==> src/pit_pkg.sv <==
// Constants shared by the periodic timer design files
package pit_pkg;

	// ****************************************
	// Clock and timing
	// ****************************************
	localparam int PIT_CLK_HZ = 40_000_000;
	localparam int PIT_LOCK_STEP_MS = 10;
	localparam int PIT_LOCK_STEP_CYC = PIT_LOCK_STEP_MS * (PIT_CLK_HZ / 1000);
	localparam int PIT_LOCK_MAX_STEPS = 4;
	localparam int PIT_PRESCALE_DIV = 512;
	localparam int PIT_SYS_TICK_DIV = 1220;

	// ****************************************
	// Register map (byte offsets)
	// ****************************************
	localparam logic [3:0] PIT_OFF_CTRL = 4'h0;
	localparam logic [3:0] PIT_OFF_CFG = 4'h4;
	localparam logic [3:0] PIT_OFF_STAT = 4'h8;

	// ****************************************
	// Field positions
	// ****************************************
	localparam int PIT_CTRL_PM_LSB = 0;
	localparam int PIT_CTRL_PRE_BIT = 8;
	localparam int PIT_CFG_LVL_LSB = 0;
	localparam int PIT_CFG_SEL_BIT = 4;
	localparam int PIT_STAT_IRQ_BIT = 0;
	localparam int PIT_STAT_RUN_BIT = 1;
	localparam int PIT_STAT_LOCK_BIT = 2;
	localparam int PIT_STAT_HOLD_BIT = 3;
	localparam int PIT_STAT_CNT_LSB = 8;

	// ****************************************
	// Reset values
	// ****************************************
	localparam logic [7:0] PIT_PM_RST = 8'h00;
	localparam logic PIT_PRE_RST = 1'b0;
	localparam logic [2:0] PIT_LVL_RST = 3'h0;
	localparam logic PIT_SEL_RST = 1'b0;

	typedef enum logic [1:0] {
		PIT_LK_RELOCK = 2'b01,
		PIT_LK_LOCKED = 2'b10
	} pit_lock_type;

endpackage

==> src/pit_sync.sv <==
// Two-flop synchroniser for asynchronous level inputs
`timescale 1ns/10ps
module pit_sync #(
	parameter int WIDTH = 1
) (
	// Clock and reset
	input wire logic hclk,
	input wire logic hresetn,
	// Levels
	input wire logic [WIDTH-1:0] async_in,
	output logic [WIDTH-1:0] sync_out
);
	logic [WIDTH-1:0] meta_ff;

	// The first stage feeds only the second stage
	always_ff @(posedge hclk or negedge hresetn) begin
		if (!hresetn) begin
			meta_ff <= '0;
			sync_out <= '0;
		end else begin
			meta_ff <= async_in;
			sync_out <= meta_ff;
		end
	end
endmodule

==> src/pit_timer.sv <==
// Periodic timer with AHB-Lite registers, clock source selection and lock-status logic
`timescale 1ns/10ps
// Behaviour
// - writing zero period stops; nonzero restarts
// - running rewrite finishes old period first
// - in stop with select 0, reference drives counter
// - outside stop, reference tick is resynchronised
// - bus held after stop until lock flag
// - lock flag deasserted during relock, 10 ms steps
// - prescale enable divides reference by 512
module pit_timer
	import pit_pkg::*;
#(
	parameter int LOCK_STEP_CYC = pit_pkg::PIT_LOCK_STEP_CYC,
	parameter int PRESCALE_DIV = pit_pkg::PIT_PRESCALE_DIV,
	parameter int SYS_TICK_DIV = pit_pkg::PIT_SYS_TICK_DIV
) (
	// Clock and reset
	input wire logic hclk,
	input wire logic hresetn,
	// AHB-Lite slave
	input wire logic hsel,
	input wire logic [31:0] haddr,
	input wire logic [1:0] htrans,
	input wire logic hwrite,
	input wire logic [2:0] hsize,
	input wire logic [31:0] hwdata,
	input wire logic hready,
	output logic [31:0] hrdata,
	output logic hreadyout,
	output logic hresp,
	// Pins and system signals
	input wire logic reference_clock_input,
	input wire logic synth_lock_raw,
	input wire logic low_power_stop,
	// Timer and lock outputs
	output logic [2:0] timer_irq_level,
	output logic synth_lock_flag,
	output logic bus_hold
);
	import pit_pkg::*;

	localparam int LCW = $clog2(LOCK_STEP_CYC);
	localparam int DVW = $clog2(PRESCALE_DIV);
	localparam int SDW = $clog2(SYS_TICK_DIV);

	generate
		if (LOCK_STEP_CYC < 2 || PRESCALE_DIV < 2 || SYS_TICK_DIV < 2) begin : g_bad_param
			$error("pit_timer: divider and step counts must be at least 2");
		end
	endgenerate

	typedef struct packed {
		logic dp_valid;
		logic dp_write;
		logic [3:0] dp_addr;
		logic [31:0] rdata;
		logic [7:0] period;
		logic [7:0] count;
		logic running;
		logic pre_en;
		logic stop_sel;
		logic [2:0] level;
		logic irq_pend;
		logic [2:0] irq_out;
		logic ref_q;
		logic [DVW-1:0] div;
		logic [SDW-1:0] sdiv;
		logic tick_q;
		logic lps_q;
		pit_lock_type lk;
		logic [LCW-1:0] lock_cnt;
		logic [2:0] steps;
		logic held_ok;
		logic flag;
		logic hold;
	} pit_state_type;

	pit_state_type r_ff;
	pit_state_type nxt_r;
	logic [1:0] sync_v;
	logic ref_s;
	logic lock_s;

	// ****************************************
	// Input synchronisers
	// ****************************************
	pit_sync #(
		.WIDTH(2)
	) u_sync (
		.hclk(hclk),
		.hresetn(hresetn),
		.async_in({synth_lock_raw, reference_clock_input}),
		.sync_out(sync_v)
	);
	assign ref_s = sync_v[0];
	assign lock_s = sync_v[1];

	function automatic logic reg_hit(input logic [3:0] a, input logic [3:0] off);
		reg_hit = (a == off);
	endfunction

	// ****************************************
	// Next state
	// ****************************************
	logic ref_edge;
	logic div_wrap;
	logic pre_tick;
	logic sys_tick;
	logic cnt_tick;
	logic wr_commit;
	logic wr_ctrl;
	logic [7:0] wr_pm;
	logic was_running;
	logic stop_exit;
	logic relock_start;
	logic step_end;

	always_comb begin
		nxt_r = r_ff;
		ref_edge = ref_s && !r_ff.ref_q;
		div_wrap = (r_ff.div == DVW'(PRESCALE_DIV - 1));
		pre_tick = r_ff.pre_en ? (ref_edge && div_wrap) : ref_edge;
		sys_tick = (r_ff.sdiv == SDW'(SYS_TICK_DIV - 1));
		wr_commit = r_ff.dp_valid && r_ff.dp_write;
		wr_ctrl = wr_commit && reg_hit(r_ff.dp_addr, PIT_OFF_CTRL);
		wr_pm = hwdata[PIT_CTRL_PM_LSB +: 8];
		was_running = r_ff.running;
		stop_exit = r_ff.lps_q && !low_power_stop;
		relock_start = stop_exit || (r_ff.lk == PIT_LK_LOCKED && !lock_s);
		step_end = (r_ff.lock_cnt == LCW'(LOCK_STEP_CYC - 1));

		// Reference edge detect and prescaler
		nxt_r.ref_q = ref_s;
		if (ref_edge && r_ff.pre_en) begin
			nxt_r.div = div_wrap ? '0 : r_ff.div + DVW'(1);
		end
		nxt_r.sdiv = sys_tick ? '0 : r_ff.sdiv + SDW'(1);
		nxt_r.lps_q = low_power_stop;

		// Outside stop the tick takes one more system-clock stage; in stop with select 0 the
		// reference tick reaches the counter directly, select 1 counts the system divider.
		nxt_r.tick_q = !low_power_stop && pre_tick;
		if (!low_power_stop) begin
			cnt_tick = r_ff.tick_q;
		end else if (!r_ff.stop_sel) begin
			cnt_tick = pre_tick;
		end else begin
			cnt_tick = sys_tick;
		end

		// Register writes (data phase)
		if (wr_ctrl) begin
			nxt_r.pre_en = hwdata[PIT_CTRL_PRE_BIT];
			if (wr_pm == 8'h00) begin
				nxt_r.running = 1'b0;
				nxt_r.period = 8'h00;
				nxt_r.count = 8'h00;
			end else if (!r_ff.running) begin
				nxt_r.running = 1'b1;
				nxt_r.period = wr_pm;
				nxt_r.count = wr_pm;
			end else begin
				nxt_r.period = wr_pm;
			end
		end
		if (wr_commit && reg_hit(r_ff.dp_addr, PIT_OFF_CFG)) begin
			nxt_r.level = hwdata[PIT_CFG_LVL_LSB +: 3];
			nxt_r.stop_sel = hwdata[PIT_CFG_SEL_BIT];
		end
		if (wr_commit && reg_hit(r_ff.dp_addr, PIT_OFF_STAT) && hwdata[PIT_STAT_IRQ_BIT]) begin
			nxt_r.irq_pend = 1'b0;
		end

		// Counting; the reload uses the latest period so a running rewrite lands at terminal count
		if (was_running && nxt_r.running && cnt_tick) begin
			if (r_ff.count == 8'h01) begin
				nxt_r.count = nxt_r.period;
				nxt_r.irq_pend = 1'b1;
			end else begin
				nxt_r.count = r_ff.count - 8'h01;
			end
		end
		nxt_r.irq_out = nxt_r.irq_pend ? nxt_r.level : 3'h0;

		// Lock detect: flag clears at once on relock and rises only at step boundaries, forced at the last step if locked
		if (relock_start) begin
			nxt_r.lk = PIT_LK_RELOCK;
			nxt_r.lock_cnt = '0;
			nxt_r.steps = 3'h0;
			nxt_r.held_ok = 1'b1;
			nxt_r.flag = 1'b0;
		end else begin
			unique case (r_ff.lk)
				PIT_LK_RELOCK: begin
					nxt_r.flag = 1'b0;
					nxt_r.held_ok = r_ff.held_ok && lock_s;
					nxt_r.lock_cnt = step_end ? '0 : r_ff.lock_cnt + LCW'(1);
					if (step_end) begin
						nxt_r.steps = r_ff.steps + 3'h1;
						nxt_r.held_ok = 1'b1;
						if (lock_s && (r_ff.held_ok || r_ff.steps == 3'(PIT_LOCK_MAX_STEPS - 1))) begin
							nxt_r.lk = PIT_LK_LOCKED;
							nxt_r.flag = 1'b1;
						end
					end
				end
				PIT_LK_LOCKED: begin
					nxt_r.flag = 1'b1;
				end
			endcase
		end

		// Processor stays off the bus from stop exit until lock is reported
		nxt_r.hold = stop_exit || (r_ff.hold && !nxt_r.flag);

		// Bus address phase; read data built from post-write values
		nxt_r.dp_valid = hsel && hready && htrans[1];
		nxt_r.dp_write = hwrite;
		nxt_r.dp_addr = haddr[3:0];
		nxt_r.rdata = 32'h0000_0000;
		if (hsel && hready && htrans[1] && !hwrite) begin
			if (reg_hit(haddr[3:0], PIT_OFF_CTRL)) begin
				nxt_r.rdata[PIT_CTRL_PM_LSB +: 8] = nxt_r.period;
				nxt_r.rdata[PIT_CTRL_PRE_BIT] = nxt_r.pre_en;
			end else if (reg_hit(haddr[3:0], PIT_OFF_CFG)) begin
				nxt_r.rdata[PIT_CFG_LVL_LSB +: 3] = nxt_r.level;
				nxt_r.rdata[PIT_CFG_SEL_BIT] = nxt_r.stop_sel;
			end else if (reg_hit(haddr[3:0], PIT_OFF_STAT)) begin
				nxt_r.rdata[PIT_STAT_IRQ_BIT] = nxt_r.irq_pend;
				nxt_r.rdata[PIT_STAT_RUN_BIT] = nxt_r.running;
				nxt_r.rdata[PIT_STAT_LOCK_BIT] = nxt_r.flag;
				nxt_r.rdata[PIT_STAT_HOLD_BIT] = nxt_r.hold;
				nxt_r.rdata[PIT_STAT_CNT_LSB +: 8] = nxt_r.count;
			end
		end
	end

	// ****************************************
	// State register
	// ****************************************
	always_ff @(posedge hclk or negedge hresetn) begin
		if (!hresetn) begin
			r_ff <= '{dp_valid: 1'b0, dp_write: 1'b0, dp_addr: 4'h0, rdata: 32'h0000_0000,
				period: PIT_PM_RST, count: 8'h00, running: 1'b0, pre_en: PIT_PRE_RST,
				stop_sel: PIT_SEL_RST, level: PIT_LVL_RST, irq_pend: 1'b0, irq_out: 3'h0,
				ref_q: 1'b0, div: '0, sdiv: '0, tick_q: 1'b0, lps_q: 1'b0, lk: PIT_LK_RELOCK,
				lock_cnt: '0, steps: 3'h0, held_ok: 1'b1, flag: 1'b0, hold: 1'b0};
		end else begin
			r_ff <= nxt_r;
		end
	end

	assign hrdata = r_ff.rdata;
	assign hreadyout = 1'b1;
	assign hresp = 1'b0;
	assign timer_irq_level = r_ff.irq_out;
	assign synth_lock_flag = r_ff.flag;
	assign bus_hold = r_ff.hold;

	logic quiet_wr;
	assign quiet_wr = !(r_ff.dp_valid && r_ff.dp_write);
endmodule

==> config.mk <==
export PLATFORM = sky130hd
export DESIGN_NAME = pit_timer
export DESIGN_NICKNAME = d
export VERILOG_FILES = /design/src/pit_pkg.sv /design/src/pit_sync.sv /design/src/pit_timer.sv
export SDC_FILE = /design/constraint.sdc
export NUM_CORES = 1
export LEC_CHECK = 0
export BUFFER_PORTS_ARGS = -buffer_cell sky130_fd_sc_hd__buf_2
export CORE_MARGIN = 10
export CORE_UTILIZATION = 40
export CTS_CLUSTER_SIZE = 12
export DETAILED_ROUTE_END_ITERATION = 7
export SLEW_MARGIN = 20
export SYNTH_ARGS = -nofsm -noshare
export SYNTH_HDL_FRONTEND = slang
export SYNTH_SLANG_ARGS = --single-unit
==> constraint.sdc <==
create_clock -name hclk -period 2.4 [get_ports hclk]
set_input_delay 0.48 -clock hclk [delete_from_list [all_inputs] [get_ports hclk]]
set_output_delay 0.48 -clock hclk [all_outputs]
set_load 0.05 [all_outputs]
==> impl_metrics.toml <==
[status]
status = "finished with violations"
violations = "negative setup slack"

[logic_synthesis]
synth.top_cell.area_share_pct = 51.3
synth_edf_count = 0
synthTopCellsByCount = "100 x dfrtp_1, 55 x nor2_1, 37 x buf_4, 27 x nand2_1, 24 x inv_1"
synthTopCellsByArea = "dfrtp_1 51%, buf_4 5.7%, nor2_1 4.2%"
yosysMostFrequentCell = "dfrtp_1"
synth_area_sq_mm = 0.00488
synth_top_flop_cell = "dfrtp_1"
synth_top_area_cell = "dfrtp_1"
avgSynthCellArea_sq_um = 10.4
synthArstFlopShare_pct = 100
synth_warnings = 0
synth_cells = 468
yosysSeqAreaShare_pct = 52.3
yosys_register_bits = 102
synth.distinct_cells = 50

[pwr]
leakagePower_nw = 2.82
power_density_mw_per_mm2 = 776
vdd_drop_max_v = 0.000386
total_power_mw = 4.43

[detailed_routing]
drc = 0
post_drt_wl_per_cell_microns = 14.8
dr.pass1.iters = 4
vias_per_cell = 4.90
ant_nets = 0
vias = 3318
met1Wirelength_microns = 4440
met3_length_microns = 428
dr.max_layer_used = "met4"
dr_wl_met2_microns = 4980
routed_wl_microns = 10000
drt_iter0_drc = 131

[placement]
gp_congestion = 0.810
port_buffers = 42
place_hpwl_microns = 7380

[die]
chipWidth_microns = 130
core_area_sq_mm = 0.0120
die_y_microns = 130
row_count = 40
start_util_pct = 40.8
dieArea_sq_mm = 0.0170
pin_count = 116

[timing]
rsz0062_at_grt = "yes"
drv_slew = 0
fmax_ghz = 0.409
fin_ws_ns = -0.0457
setup_violations = 5
max_slew_margin_pct = 67.1
worstMarginPinSlew_ns = 0.489
min_period_over_period_pct = 102
whs_ns = 0.0629
skew_ns = 0.00969
tns_ns = -0.0980
period_needed_ns = 2.45
final-hold-violation-count = 0

[clocking]
cts_sinks = 102
clk_pin_slew_worst_paths_ns = 0.07
ctsRootBufferMaster = "clkbuf_16"
cts_buffer_depth = 2
cts.htree.levels = 3
clk-insertion-delay-late_ns = 0.35
cts_tree = "done"
cts_hold_buffers = 0
cts_made_buffers = 9

[cells_and_area]
n_antenna_cell = 0
layout-drive-gt1-share_pct = 22.6
syn_to_final_growth_pct = 17.1
layout.nets = 610

[worst_setup_path]
crit_path_max_fanout = 7
cp.arrival_ns = 2.69
endpoint_kind = "flop"
critPathKind = "flop to flop"
crit_path_start_kind = "flop"
cp.required_ns = 2.64

[global_route]
grt_pass1_wl_microns = 16400
grt_usage_pct = 12.1
overflow = 0
grt_antenna_before_repair = 0
grt_max_degree = 36
grt_pass1_vias = 3457

[run]
drv_cap = 0

[worst_hold_path]
min_path_type = "input port to async pin"
==> cells by family after synthesis <==
logic type               share of synthesized area [%]
flip-flops                                        52.3
XOR/XNOR                                          6.28
AO/OA/AOI/OAI                                     7.36
buffers and inverters                             8.79
AND/OR/NAND/NOR                                   17.3
other                                            0.154
adder cells (fa/ha/maj)                           2.05
multiplexers                                      5.72
==> worst max-delay path, cell delays in order, from the launching register on <==
cell and delay, ns:
dfrtp_1 0.36, and3_4 0.19, and3_4 0.19, and3_4 0.19, ha_4 0.13, nor2b_2 0.04, o31ai_1 0.24, a21oi_1 0.07
or3_4 0.45, buf_12 0.16, mux2i_2 0.15, and2b_1 0.17
==> stage by stage <==
stage	utilization (%)	setup WS [ns]	cell area [sq um]	cells
after global routing	47.8	-0.131	5720	677
final	47.8	-0.0457	5720	677
after floorplan	-	-0.0276	4950	484
after detailed placement	44.0	-0.108	5260	658
after CTS	47.3	-0.0126	5660	675
after global placement	44.0	-0.0964	5260	658
==> routing by layer <==
metal | vias up | track usage, %
met4 | 0 | 4.51
met3 | 12 | 3.14
met1 | 1610 | 15.1
met5 | - | 0
met2 | 60 | 19.6
li1 | 1636 | -
==> layout make-up <==
cell class	count	area, sq um
repair buffers	78	526
clock inverters	5	105
clock buffers	11	253
fillers	1076	6240
multi-input cells	310	2000
flip-flops and latches	102	2550
well taps	147	184
inverters	24	90.1
==> timing repair <==
action / CTS / global route
gates resized for setup: 7 / 6
cloned: 0 / 1
pin swaps: 1 / 5
endpoints found under the setup margin: 12 / 17
setup buffers: 1 / 1
endpoints found under the hold margin: 0 / 0
==> power by group <==
group          switching, mW  internal, mW  total (mW)
registers              0.133          1.87        2.01
logic                  0.396         0.338       0.734
clock network          0.619          1.08        1.69
==> final timing paths <==
check                                            start                           end  slack [ns]  cells after the start
max                               r_ff[44]$_DFFE_PN0P_          hrdata[10]$_DFF_PN0_       -0.05                     11
min                                            hresetn            r_ff[56]$_DFF_PN0_        0.06                      1
max reg2reg                       r_ff[44]$_DFFE_PN0P_          hrdata[10]$_DFF_PN0_       -0.05                     11
min reg2reg                u_sync.meta_ff[0]$_DFF_PN0_  u_sync.sync_out[0]$_DFF_PN0_        0.36                      0
max in group asynchronous                      hresetn          r_ff[43]$_DFFE_PN0P_        1.66                      2
min in group hclk                reference_clock_input   u_sync.meta_ff[0]$_DFF_PN0_        0.24                      1
==> registers in the layout, summed over array words and instances, names as in the netlist <==
name	cells
synth_lock_flag	1
bus_hold	1
u_sync.meta_ff	2
hrdata	16
was_running	1
timer_irq_level	3
r_ff	76
u_sync.sync_out	2
==> cells in the final DEF (no fill, tap or decap), types with 5 or more instances in the layout <==
cell / instances
a211oi_1: 5
and2b_1: 5
nor2_1: 55
ha_1: 6
a21oi_1: 18
mux2_2: 7
xnor2_1: 21
xor2_1: 14
a22oi_1: 7
nand2_1: 27
o21ai_0: 12
conb_1: 18
buf_2: 41
nand4_1: 5
dfrtp_1: 100
inv_1: 24
nand3_1: 16
nor3_1: 10
nand2b_1: 5
mux2i_1: 19
clkbuf_16: 10
nor4_1: 5
and3_1: 5
buf_4: 34
Power figures use the tool's default switching activity.
